$ cat src/hdl/mcil_pkg.sv
package mcil_pkg;
  // ==========================================================
  // Storage map of the fixed and extended logout areas
  localparam int AW = 24;
  localparam logic [AW-1:0] LOG_CODE_ADDR = 24'h0000E8;
  localparam logic [AW-1:0] LOG_FAIL_ADDR = 24'h0000F8;
  localparam logic [AW-1:0] LOG_FPR_ADDR = 24'h000160;
  localparam logic [AW-1:0] LOG_GPR_ADDR = 24'h000180;
  localparam logic [AW-1:0] LOG_CR_ADDR = 24'h0001C0;
  localparam logic [AW-1:0] EXT_BASE_RST = 24'h000200;
  localparam logic [AW-1:0] DW_STEP = 24'h000008;
  localparam logic [15:0] EXT_LEN = 16'h0280;
  localparam logic [6:0] SAVE_FPR_N = 7'h04;
  localparam logic [6:0] SAVE_GPR_END = 7'h0C;
  localparam logic [6:0] SAVE_LAST = 7'h13;
  localparam logic [6:0] EXT_LAST = 7'h4F;
  // ==========================================================
  // Machine check code bit numbers, bit 0 is the MSB
  localparam int MC_SD = 0;
  localparam int MC_PD = 1;
  localparam int MC_SR = 2;
  localparam int MC_TD = 3;
  localparam int MC_CD = 4;
  localparam int MC_ED = 5;
  localparam int MC_AC = 7;
  localparam int MC_BK = 14;
  localparam int MC_SE = 16;
  localparam int MC_SC = 17;
  localparam int MC_VADDR = 24;
  localparam int MC_VBIT = 25;
  // ==========================================================
  // Register offsets and control field layout
  localparam logic [7:0] REG_CTRL = 8'h00;
  localparam logic [7:0] REG_EXTA = 8'h04;
  localparam logic [7:0] REG_STAT = 8'h08;
  localparam logic [7:0] REG_CODEH = 8'h0C;
  localparam logic [7:0] REG_CODEL = 8'h10;
  localparam int CT_PSW = 0;
  localparam int CT_RMASK = 1;
  localparam int CT_CMASK = 2;
  localparam int CT_EMASK = 3;
  localparam int CT_HSEN = 4;
  localparam int CT_XLEN = 5;
  localparam int CT_HDONE = 8;
  localparam int ST_BUSY = 10;
  localparam int ST_HALT = 11;
  localparam int ST_HACT = 12;
  localparam int ST_RCNT = 16;
  localparam logic [3:0] RETRY_MAX = 4'h8;
  // ==========================================================
  // Types
  typedef enum {S_IDLE, S_CODE, S_FAIL, S_SAVE, S_EXT, S_HALT} mcil_seq_t;
  typedef struct packed {
    logic sd, pd, sr, td, cd, ed, ac, bk, se, sc;
  } mcil_ev_t;
  typedef struct packed {
    logic req;
    logic [AW-1:0] addr;
    logic [63:0] data;
  } mcil_mem_t;
endpackage

$ cat src/hdl/mcil_core.sv
`timescale 1ns/1ps
module mcil_core
  import mcil_pkg::*;
(
  input wire logic core_clk,
  input wire logic nrst,
  input wire logic wb_cyc_i,
  input wire logic wb_stb_i,
  input wire logic wb_we_i,
  input wire logic [7:0] wb_adr_i,
  input wire logic [3:0] wb_sel_i,
  input wire logic [31:0] wb_dat_i,
  output logic [31:0] wb_dat_o,
  output logic wb_ack_o,
  input wire logic ipl,
  input wire logic boundary,
  input wire logic cpu_err,
  input wire logic err_unretryable,
  input wire logic io_instr,
  input wire logic io_past_thr,
  input wire logic io_started,
  input wire logic attempt_ok,
  input wire logic attempt_fail,
  output logic retry_go,
  output logic io_irq,
  output logic io_cc_stored,
  input wire logic sys_dmg,
  input wire logic storage_multi,
  input wire logic ecc_single,
  input wire logic [31:0] fail_addr,
  input wire logic fail_addr_ok,
  input wire logic [7:0] bit_code,
  input wire logic bit_code_ok,
  input wire logic timer_damage_flag,
  input wire logic tod_dmg,
  input wire logic [3:0] tod_unit,
  input wire logic ext_dmg,
  input wire logic buffer_deletion_flag,
  input wire logic [15:0] degrade_cnt,
  output logic [6:0] snap_idx,
  output logic snap_ext,
  input wire logic [63:0] snap_data,
  output mcil_mem_t mem,
  input wire logic mem_ack,
  output logic mc_taken,
  output logic hard_stop
);
  typedef struct packed {
    mcil_seq_t st;
    logic psw, rmask, cmask, emask, hsen, xlen;
    logic [AW-1:0] exta;
    mcil_ev_t pend;
    logic [31:0] faddr;
    logic fok, bok;
    logic [7:0] bitc;
    logic [15:0] deg;
    logic [3:0] tod;
    logic xpend, hact, xgo, ack, taken, mreq;
    logic [63:0] code, mdat;
    logic [6:0] idx;
    logic [AW-1:0] maddr;
    logic [31:0] rdat;
  } mcil_st_t;
  mcil_st_t s, n;

  logic rt_rec, rt_exh, rt_xreq;
  logic [3:0] rt_cnt;
  mcil_ev_t ev, dm;
  logic take, xgo, hard_new, hs_trig, wr, rd;
  logic [31:0] ctrl_rd, stat_rd, ctrl_wr, exta_wr;

  // ==========================================================
  // Retry sequencer
  mcil_retry u_retry (
    .core_clk(core_clk),
    .nrst(nrst),
    .cpu_err(cpu_err),
    .err_unretryable(err_unretryable),
    .io_instr(io_instr),
    .io_past_thr(io_past_thr),
    .io_started(io_started),
    .attempt_ok(attempt_ok),
    .attempt_fail(attempt_fail),
    .retry_go(retry_go),
    .recovered(rt_rec),
    .exhausted(rt_exh),
    .ext_req(rt_xreq),
    .io_irq(io_irq),
    .io_cc_stored(io_cc_stored),
    .count(rt_cnt)
  );

  // Builds the eight-byte code; bit n of the code lands at [63-n]
  function automatic logic [63:0] mcil_code(mcil_ev_t d, logic x,
                                            logic fo, logic bo);
    logic [63:0] c;
    c = '0;
    c[63-MC_SD] = d.sd;
    c[63-MC_PD] = d.pd;
    c[63-MC_SR] = d.sr;
    c[63-MC_TD] = d.td;
    c[63-MC_CD] = d.cd;
    c[63-MC_ED] = d.ed;
    c[63-MC_AC] = d.ac;
    c[63-MC_BK] = d.bk;
    c[63-MC_SE] = d.se;
    c[63-MC_SC] = d.sc;
    c[63-MC_VADDR] = fo && (d.se || d.sc);
    c[63-MC_VBIT] = (bo && d.sc) || d.ac;
    c[15:0] = x ? EXT_LEN : 16'h0000;
    return c;
  endfunction

  // Byte lane merge for register writes
  function automatic logic [31:0] mcil_lane(logic [31:0] o, logic [31:0] v,
                                            logic [3:0] sel);
    logic [31:0] r;
    r = o;
    for (int b = 0; b < 4; b++) begin
      if (sel[b]) begin
        r[8*b +: 8] = v[8*b +: 8];
      end
    end
    return r;
  endfunction

  // ==========================================================
  // Event capture and masking
  always_comb begin
    ev = '0;
    ev.sd = sys_dmg;
    ev.pd = storage_multi || rt_exh;
    ev.bk = rt_exh;
    ev.sr = rt_rec || ecc_single;
    ev.sc = ecc_single;
    ev.se = storage_multi || ext_dmg;
    ev.td = timer_damage_flag;
    ev.cd = tod_dmg;
    ev.ed = ext_dmg;
    ev.ac = buffer_deletion_flag;
    // Internal hard types pass on the enable bit alone
    dm = '0;
    dm.sd = s.psw && s.pend.sd;
    dm.pd = s.psw && s.pend.pd;
    dm.sr = s.psw && s.rmask && s.pend.sr;
    dm.td = s.psw && s.emask && s.pend.td;
    dm.cd = s.psw && s.emask && s.pend.cd;
    dm.ed = s.psw && s.emask && s.pend.ed;
    dm.ac = s.psw && s.cmask && s.pend.ac;
    dm.bk = dm.pd && s.pend.bk;
    dm.se = (dm.pd || dm.ed) && s.pend.se;
    dm.sc = dm.sr && s.pend.sc;
  end

  // Only the retry path and system damage ask for extended data, so an
  // ECC-only recovery carries one only while such a request is still pending
  assign xgo = s.xlen && s.xpend && (dm.sd || dm.pd || dm.sr);
  assign take = (s.st == S_IDLE) && boundary && (|dm);
  assign hard_new = sys_dmg || storage_multi || rt_exh;
  assign hs_trig = s.hact && s.hsen && hard_new;
  assign wr = wb_cyc_i && wb_stb_i && wb_we_i && s.ack;
  assign rd = wb_cyc_i && wb_stb_i && !s.ack;

  // Register read views
  always_comb begin
    ctrl_rd = '0;
    ctrl_rd[CT_PSW] = s.psw;
    ctrl_rd[CT_RMASK] = s.rmask;
    ctrl_rd[CT_CMASK] = s.cmask;
    ctrl_rd[CT_EMASK] = s.emask;
    ctrl_rd[CT_HSEN] = s.hsen;
    ctrl_rd[CT_XLEN] = s.xlen;
    stat_rd = '0;
    stat_rd[9:0] = s.pend;
    stat_rd[ST_BUSY] = (s.st != S_IDLE) && (s.st != S_HALT);
    stat_rd[ST_HALT] = (s.st == S_HALT);
    stat_rd[ST_HACT] = s.hact;
    stat_rd[ST_RCNT +: 4] = rt_cnt;
    ctrl_wr = mcil_lane(ctrl_rd, wb_dat_i, wb_sel_i);
    exta_wr = mcil_lane(32'(s.exta), wb_dat_i, wb_sel_i);
  end

  // ==========================================================
  // Next state: bus slave, pending flags, logout sequencer
  always_comb begin
    n = s;
    n.taken = 1'b0;
    // Ack one cycle after the request; write lands on the acked edge
    n.ack = wb_cyc_i && wb_stb_i && !s.ack;
    if (rd) begin
      unique case (wb_adr_i)
        REG_CTRL: n.rdat = ctrl_rd;
        REG_EXTA: n.rdat = 32'(s.exta);
        REG_STAT: n.rdat = stat_rd;
        REG_CODEH: n.rdat = s.code[63:32];
        REG_CODEL: n.rdat = s.code[31:0];
        default: n.rdat = '0;
      endcase
    end
    if (wr && wb_adr_i == REG_CTRL) begin
      n.psw = ctrl_wr[CT_PSW];
      n.rmask = ctrl_wr[CT_RMASK];
      n.cmask = ctrl_wr[CT_CMASK];
      n.emask = ctrl_wr[CT_EMASK];
      n.hsen = ctrl_wr[CT_HSEN];
      n.xlen = ctrl_wr[CT_XLEN];
      if (wb_sel_i[1] && wb_dat_i[CT_HDONE]) begin
        n.hact = 1'b0;
      end
    end
    if (wr && wb_adr_i == REG_EXTA) begin
      n.exta = exta_wr[AW-1:0];
    end
    // Failing data is kept with the flag that it explains
    if (ecc_single || storage_multi || ext_dmg) begin
      n.faddr = fail_addr;
      n.fok = fail_addr_ok;
      n.bitc = bit_code;
      n.bok = bit_code_ok;
    end
    if (buffer_deletion_flag) begin
      n.deg = degrade_cnt;
    end
    if (tod_dmg) begin
      n.tod = tod_unit;
    end
    unique case (s.st)
      S_IDLE: begin
        if (take) begin
          // All enabled conditions go into one code
          n.code = mcil_code(dm, xgo, s.fok, s.bok);
          n.pend = s.pend & ~dm;
          n.xgo = xgo;
          n.xpend = s.xpend && !xgo;
          n.hact = n.hact || dm.sd || dm.pd;
          n.mdat = n.code;
          n.maddr = LOG_CODE_ADDR;
          n.mreq = 1'b1;
          n.st = S_CODE;
        end
      end
      S_CODE: begin
        if (mem_ack) begin
          n.mdat = {s.faddr, s.deg, s.bitc, 4'h0, s.tod};
          n.maddr = LOG_FAIL_ADDR;
          n.st = S_FAIL;
        end
      end
      S_FAIL: begin
        if (mem_ack) begin
          n.idx = '0;
          n.maddr = LOG_FPR_ADDR;
          n.st = S_SAVE;
        end
      end
      S_SAVE: begin
        if (mem_ack) begin
          n.idx = s.idx + 7'h01;
          if (s.idx == SAVE_LAST) begin
            n.idx = '0;
            n.maddr = s.exta;
            n.st = s.xgo ? S_EXT : S_IDLE;
          end else if (n.idx == SAVE_FPR_N) begin
            n.maddr = LOG_GPR_ADDR;
          end else if (n.idx == SAVE_GPR_END) begin
            n.maddr = LOG_CR_ADDR;
          end else begin
            n.maddr = s.maddr + DW_STEP;
          end
        end
      end
      S_EXT: begin
        if (mem_ack) begin
          n.idx = s.idx + 7'h01;
          n.maddr = s.maddr + DW_STEP;
          if (s.idx == EXT_LAST) begin
            n.st = S_IDLE;
          end
        end
      end
      S_HALT: begin
        n.mreq = 1'b0;
      end
    endcase
    if ((s.st == S_SAVE || s.st == S_EXT) && n.st == S_IDLE) begin
      n.mreq = 1'b0;
      n.taken = 1'b1;
    end
    // New events set after the take clear, so none is lost
    n.pend = n.pend | ev;
    n.xpend = n.xpend || rt_xreq || sys_dmg;
    if (ipl) begin
      n.rmask = 1'b0;
      n.cmask = 1'b0;
      n.emask = 1'b1;
      n.hsen = 1'b1;
      n.xlen = 1'b1;
      n.exta = EXT_BASE_RST;
      n.hact = 1'b0;
      n.st = S_IDLE;
      n.mreq = 1'b0;
    end else if (hs_trig || s.st == S_HALT) begin
      // Nothing is written once stopped; only reset or load recovers
      n.st = S_HALT;
      n.mreq = 1'b0;
    end
  end

  // State register; reset values follow the power-on defaults
  always_ff @(posedge core_clk or negedge nrst) begin
    if (!nrst) begin
      s <= '0;
      s.st <= S_IDLE;
      s.emask <= 1'b1;
      s.hsen <= 1'b1;
      s.xlen <= 1'b1;
      s.exta <= EXT_BASE_RST;
    end else begin
      s <= n;
    end
  end

  // ==========================================================
  // Outputs
  assign wb_ack_o = s.ack;
  assign wb_dat_o = s.rdat;
  assign snap_idx = s.idx;
  assign snap_ext = (s.st == S_EXT);
  assign mem.req = s.mreq;
  assign mem.addr = s.maddr;
  // Saved registers stream straight through to keep the area small
  assign mem.data = (s.st == S_SAVE || s.st == S_EXT) ? snap_data : s.mdat;
  assign mc_taken = s.taken;
  assign hard_stop = (s.st == S_HALT);
endmodule // mcil_core

$ cat src/hdl/mcil_retry.sv
`timescale 1ns/1ps
// ============================================================
// Instruction retry sequencer
module mcil_retry
  import mcil_pkg::*;
(
  input wire logic core_clk,
  input wire logic nrst,
  input wire logic cpu_err,
  input wire logic err_unretryable,
  input wire logic io_instr,
  input wire logic io_past_thr,
  input wire logic io_started,
  input wire logic attempt_ok,
  input wire logic attempt_fail,
  output logic retry_go,
  output logic recovered,
  output logic exhausted,
  output logic ext_req,
  output logic io_irq,
  output logic io_cc_stored,
  output logic [3:0] count
);
  typedef struct packed {
    logic busy, go, rec, exh, xr, irq, cc;
    logic [3:0] cnt;
  } mcil_rt_t;
  mcil_rt_t s, n;

  // One pass per attempt; log data follows attempts one and eight
  always_comb begin
    n = s;
    n.go = 1'b0;
    n.rec = 1'b0;
    n.exh = 1'b0;
    n.xr = 1'b0;
    n.irq = 1'b0;
    n.cc = 1'b0;
    if (!s.busy && cpu_err) begin
      if (err_unretryable) begin
        n.exh = 1'b1;
      end else if (io_instr && io_past_thr) begin
        n.irq = io_started;
        n.cc = !io_started;
      end else begin
        n.busy = 1'b1;
        n.go = 1'b1;
        n.cnt = 4'h1;
      end
    end else if (s.busy && (attempt_ok || attempt_fail)) begin
      n.xr = (s.cnt == 4'h1) || (s.cnt == RETRY_MAX);
      if (attempt_ok) begin
        n.busy = 1'b0;
        n.rec = 1'b1;
      end else if (s.cnt == RETRY_MAX) begin
        n.busy = 1'b0;
        n.exh = 1'b1;
      end else begin
        n.cnt = s.cnt + 4'h1;
        n.go = 1'b1;
      end
    end
  end

  // State register
  always_ff @(posedge core_clk or negedge nrst) begin
    if (!nrst) begin
      s <= '0;
    end else begin
      s <= n;
    end
  end

  assign retry_go = s.go;
  assign recovered = s.rec;
  assign exhausted = s.exh;
  assign ext_req = s.xr;
  assign io_irq = s.irq;
  assign io_cc_stored = s.cc;
  assign count = s.cnt;
endmodule // mcil_retry

$ cat config.mk
export PLATFORM = sky130hd
export DESIGN_NAME = mcil_core
export DESIGN_NICKNAME = d
export VERILOG_FILES = /design/src/hdl/mcil_pkg.sv /design/src/hdl/mcil_core.sv /design/src/hdl/mcil_retry.sv
export SDC_FILE = /design/constraint.sdc
export NUM_CORES = 1
export LEC_CHECK = 0
export BUFFER_PORTS_ARGS = -buffer_cell sky130_fd_sc_hd__clkbuf_2
export CAP_MARGIN = 20
export CORE_UTILIZATION = 54
export DETAILED_ROUTE_END_ITERATION = 6
export GPL_TIMING_DRIVEN = 0
export PLACE_DENSITY = 0.8
export SYNTH_ARGS = -nofsm -noshare
export SYNTH_HDL_FRONTEND = slang
export SYNTH_SLANG_ARGS = --single-unit
export TNS_END_PERCENT = 100
$ cat constraint.sdc
create_clock -name core_clk -period 2.85 [get_ports core_clk]
set_input_delay 0.4275 -clock core_clk [delete_from_list [all_inputs] [get_ports core_clk]]
set_output_delay 0.4275 -clock core_clk [all_outputs]
set_load 0.02 [all_outputs]
; ---- After elaboration in Yosys (flattened, before gate mapping)
; Cells that the tools add are included.
[totals]
inputBits = 192
n_memories = 0
word_cells = 236
mem_bits_ro = 0
reg_bits = 306
latchBits = 0
ram_bits = 0
[op_classes]
shift = 0
multipliers = 0
mux = 69
n_bitwise = 3
n_reduce_logical = 87
add_sub_neg = 3
div = 0
order_cmp = 0
n_eq_ne = 29
[ops]
columns = op, n
row1 = $pmux 32 s5, 2
row2 = $mux 32, 9
row3 = $mux 24, 6
row4 = $mux 129, 1
row5 = $mux 64, 2
row6 = $pmux 64 s2, 1
row7 = $pmux 24 s5, 1
row8 = $eq 32x3->1 const B, 3
row9 = $logic_not 32->1, 3
row10 = $mux 31, 3
row11 = $eq 32x2->1 const B, 2
row12 = $eq 32x4->1 const B, 2
row13 = $logic_and 1x1->1, 34
row14 = $eq 32x1->1 const B, 1
row15 = $ne 32x4->1 const B, 1
row16 = $reduce_bool 32->1, 1
row17 = $mux 10, 3
row18 = $mux 29, 1
row19 = $add 24x4->24 const B, 1
row20 = $mux 8, 3
row21 = $pmux 7 s3, 1
row22 = $logic_or 1x1->1, 20
row23 = $mux 4, 5
row24 = $eq 8x4->1 const B, 2
row25 = other kinds (34), 83

; ---- Logic depth before layout (Yosys ltp)
[depth]
word_depth = 13
ltp_mapped = 9
depth_no_buf = 8

; ---- Modules after synthesis
; Synthesis repeated with hierarchy kept, for this count alone.
[hier_totals]
cells_unflattened = 1246
area_unflattened_um2 = 13432.9
[by_module_without_submodules]
columns = module, n_inst, cells_per_inst, seq_area_each_um2, area_per_inst_um2
row1 = mcil_core, 1, 1195, 6886.6, 12867.3
row2 = mcil_retry, 1, 51, 275.3, 565.5

; ---- Least setup slack after synthesis
; Ideal clock, no wire load.
[synth_path]
path_type = flip-flop to output port
from = register s[306] (netlist bit)
to = output port mem[17] (netlist bit)
setup_slack_ps = 426
t_arrival_ps = 1996
path_buffers = 2
path_stages_with_launch = 8
cell_sequence = dfrtp_1 -> nor4_1 -> nand4_1 -> nor2_2 -> o21ai_0 -> buf_2 -> buf_2 -> mux2_2
[synth_rtl]
columns = item, line
row1 = "start, declared", mcil_core.sv:64  ; mcil_st_t s, n;
row2 = "start signal, assigned", mcil_core.sv:319  ; s <= n;
row3 = "end, declared", mcil_core.sv:43  ; output mcil_mem_t mem,

==> summary.txt <==
Outcome - finished with violations
Failing checks - setup timing
Gpl congestion - 0.941
Vias in the first global route - 11164
Core Region - 0.0244 mm²
Synth unique cells - 71
Cells on worst reg2reg path - 9
CP Launch Type - flip-flop
Final period util - 107%
Maximum number of pins on one net before global-route repair - 109
Hold Slack - 0.0436 ns
# port buffers - 315
Total power draw - 9.41 mW
Initial DRT Pass Iterations - 7
Syn. warnings - 0
Critical path class - reg -> out
Relative slew slack - 29.4%
Die Span Y - 160 µm
HP Class - in -> reg
Share of the synthesized area in the top cell type - 52.3%
Worst Setup End Kind - output port
Minimum clock period - 3.06 ns
Final setup violation count - 62
Achievable Freq - 327 MHz
Clock transition at path regs - 0.06 ns
Seq cells post-synth - 286
Post-DRT Antenna Nets - 0
Yosys top cell by area - dfrtp_1
Hold Path Cell Cnt - 2
Residual DRC count - 0
Synth area leaders - dfrtp_1 (52%), mux2_2 (10%), nand2_1 (6.0%)
HPWL after DPL - 28400 µm
Initial antenna violation count - 2
Mapped Nets - 1475
Reg2Reg Launch Point - s[326]
Worst path arrival time - 2.63 ns
Area Overhead vs Synth - 26.7%
IO Pins - 327
Die Width - 160 µm
Post-synth top flop - dfrtp_1
Max FO, Critical Path - 10
Clk buf depth - 3
Final worst-path setup slack - -0.209 ns
Final Hold Viols - 0
Least-Margin Pin Slew - 1.05 ns
First-pass GRT wire length - 60700 µm
Worst Clk Skew - 0.0136 ns
Fillcell total - 1750
Root buf cell - clkbuf_16
R2R Setup Slk - 0.10 ns
Total CTS buffers - 30
Static leakage - 8.70 nW
Maximum vdd drop - 0.000466 V
Vias - 11566
Worst Path Required - 2.42 ns
GRT overflow - 0
Clock latency on the worst-skew pair - 0.56 ns
Avg Cell Area, Syn - 10.6 µm²
Routed wire length - 39400 µm
Max Slew Vio Count - 0
End point of the worst hold path - u_retry.io_cc_stored
R2r endpoint - s[122]
Asr flop ratio synth - 100%
RSZ-0062 raised after global routing - yes
EDFF count, synth - 0
Setup TNS - -10.87 ns
Commonest non-fill, non-tap cells in the layout - dfrtp_1 (282), clkbuf_2 (268), nand2_1 (217)
Maxcap violations - 0
DRT iter0 DRCs - 1073
H-Tree Level Count - 1
Cell Rows - 57
Leading cell type in the layout, fill and taps excluded - dfrtp_1
Nets - 1839
GR Util All Layers - 30.3%
Via density - 5.81
CTS tree - yes
Post-Syn Instances - 1277
Clock Sinks - 286
PD cells - 550 mW/mm²
Share of layout cells above drive strength 1 - 38.4%
Hold Crit Start - io_started
Initial Util - 55.4%
Routed WL per cell - 19.8 µm
Sequential-to-total area share from yosys stat - 53.0%
Mapped cell area - 0.0135 mm²
Total die area - 0.0256 mm²
-- state kept, by name, summed over array words and instances, names as in the netlist --
| register | count |
|---|---|
| u_retry.exhausted | 1 |
| u_retry.recovered | 1 |
| u_retry.ext_req | 1 |
| u_retry.count | 4 |
| snap_idx | 7 |
| u_retry.io_cc_stored | 1 |
| mc_taken | 1 |
| s | 204 |
| mem | 25 |
| u_retry.retry_go | 1 |
| wb_dat_o | 31 |
| u_retry.s | 1 |
| wb_ack_o | 1 |
| ctrl_rd | 6 |
| u_retry.io_irq | 1 |
-- power breakdown --
part	switching (mW)	leakage (nW)	internal [mW]
Sequential	0.173	3.73	4.23
Combinational	0.471	4.44	0.412
Clock	1.63	0.521	2.49
-- worst max-delay path by stage --
stage	from	end	slack (ns)
floorplan	s[306]	mem[17]	0.43
global placement	nrst	s[204]	-4.50
detailed placement	s[306]	mem[61]	-0.55
CTS	s[317]	mem[46]	-0.18
global route	s[306]	mem[12]	-0.28
finish	s[326]	mem[46]	-0.21
-- kinds of logic after synthesis --
kind of cell | Yosys count | synth area share, %
other cells | 1 | 0.0278
fa+ha+maj | 6 | 0.556
mux | 134 | 11.1
xor+xnor | 8 | 0.519
simple gates | 472 | 17.0
compound gates | 220 | 11.4
buf+inv | 150 | 6.32
flops | 286 | 53.0
-- layout make-up --
type	instances	area [µm²]	area share [%]
sequential	286	7160	41.9
multi-input combinational	841	5620	32.8
antenna	2	5.00	0.0293
inverter	22	82.6	0.483
tap	324	405	2.37
timing repair buffer	332	1930	11.3
clock inverter	17	224	1.31
buffer	128	865	5.05
clock buffer	39	825	4.82
-- worst max-delay path, stage by stage, from the launching register on --
cell and delay [ns]:
dfrtp_1 0.39, nor4_2 0.30, nand4_1 0.18, buf_4 0.19, nor2_4 0.12, o21ai_4 0.10
buf_8 0.18, buf_12 0.15, mux2_4 0.32, buf_8 0.13
-- Yosys cell counts, types with 5 or more instances --
cell	n
dfrtp_1	282
nand2_1	217
mux2_2	123
nand3_1	75
buf_4	64
nor2_1	48
a21oi_1	45
o21ai_0	42
and2_1	34
clkbuf_1	32
a22o_1	30
buf_2	28
inv_1	22
a22oi_1	19
and3_1	14
a21o_1	12
nor3_1	11
mux2i_1	10
o31ai_1	10
nor4_1	9
or3_1	9
a211o_1	8
a32oi_1	8
nand4_1	7
nor2b_1	7
o311ai_1	7
a211oi_1	6
ha_1	6
nor3b_1	6
o21ai_1	5
-- stage by stage --
| stage | setup WS [ns] | cell area [µm²] | utilization (%) | cells |
|---|---|---|---|---|
| floorplan | 0.426 | 13500 | - | 1277 |
| global placement | -4.50 | 15500 | 63.5 | 1916 |
| detailed placement | -0.551 | 15600 | 63.8 | 1918 |
| CTS | -0.179 | 16900 | 69.4 | 1986 |
| global route | -0.279 | 17100 | 70.1 | 1990 |
| finish | -0.209 | 17100 | 70.1 | 1991 |
-- layer usage --
metal	track usage [%]	part of all wire, %	vias to the layer above
li1	-	-	5191
met1	41.2	41	5685
met2	47.3	47	579
met3	5.84	7.7	111
met4	13.7	4.3	0
met5	0	0	-
-- repair_timing --
action	4_1_cts	5_1_grt
buffers inserted	10	3
pin swaps	6	1
endpoints found under the setup margin	117	82
endpoints found under the hold margin	70	0
hold buffers	1	0
cloned	1	0
gates resized for setup	57	86
Note: power is estimated with default switching activity, not from simulation.
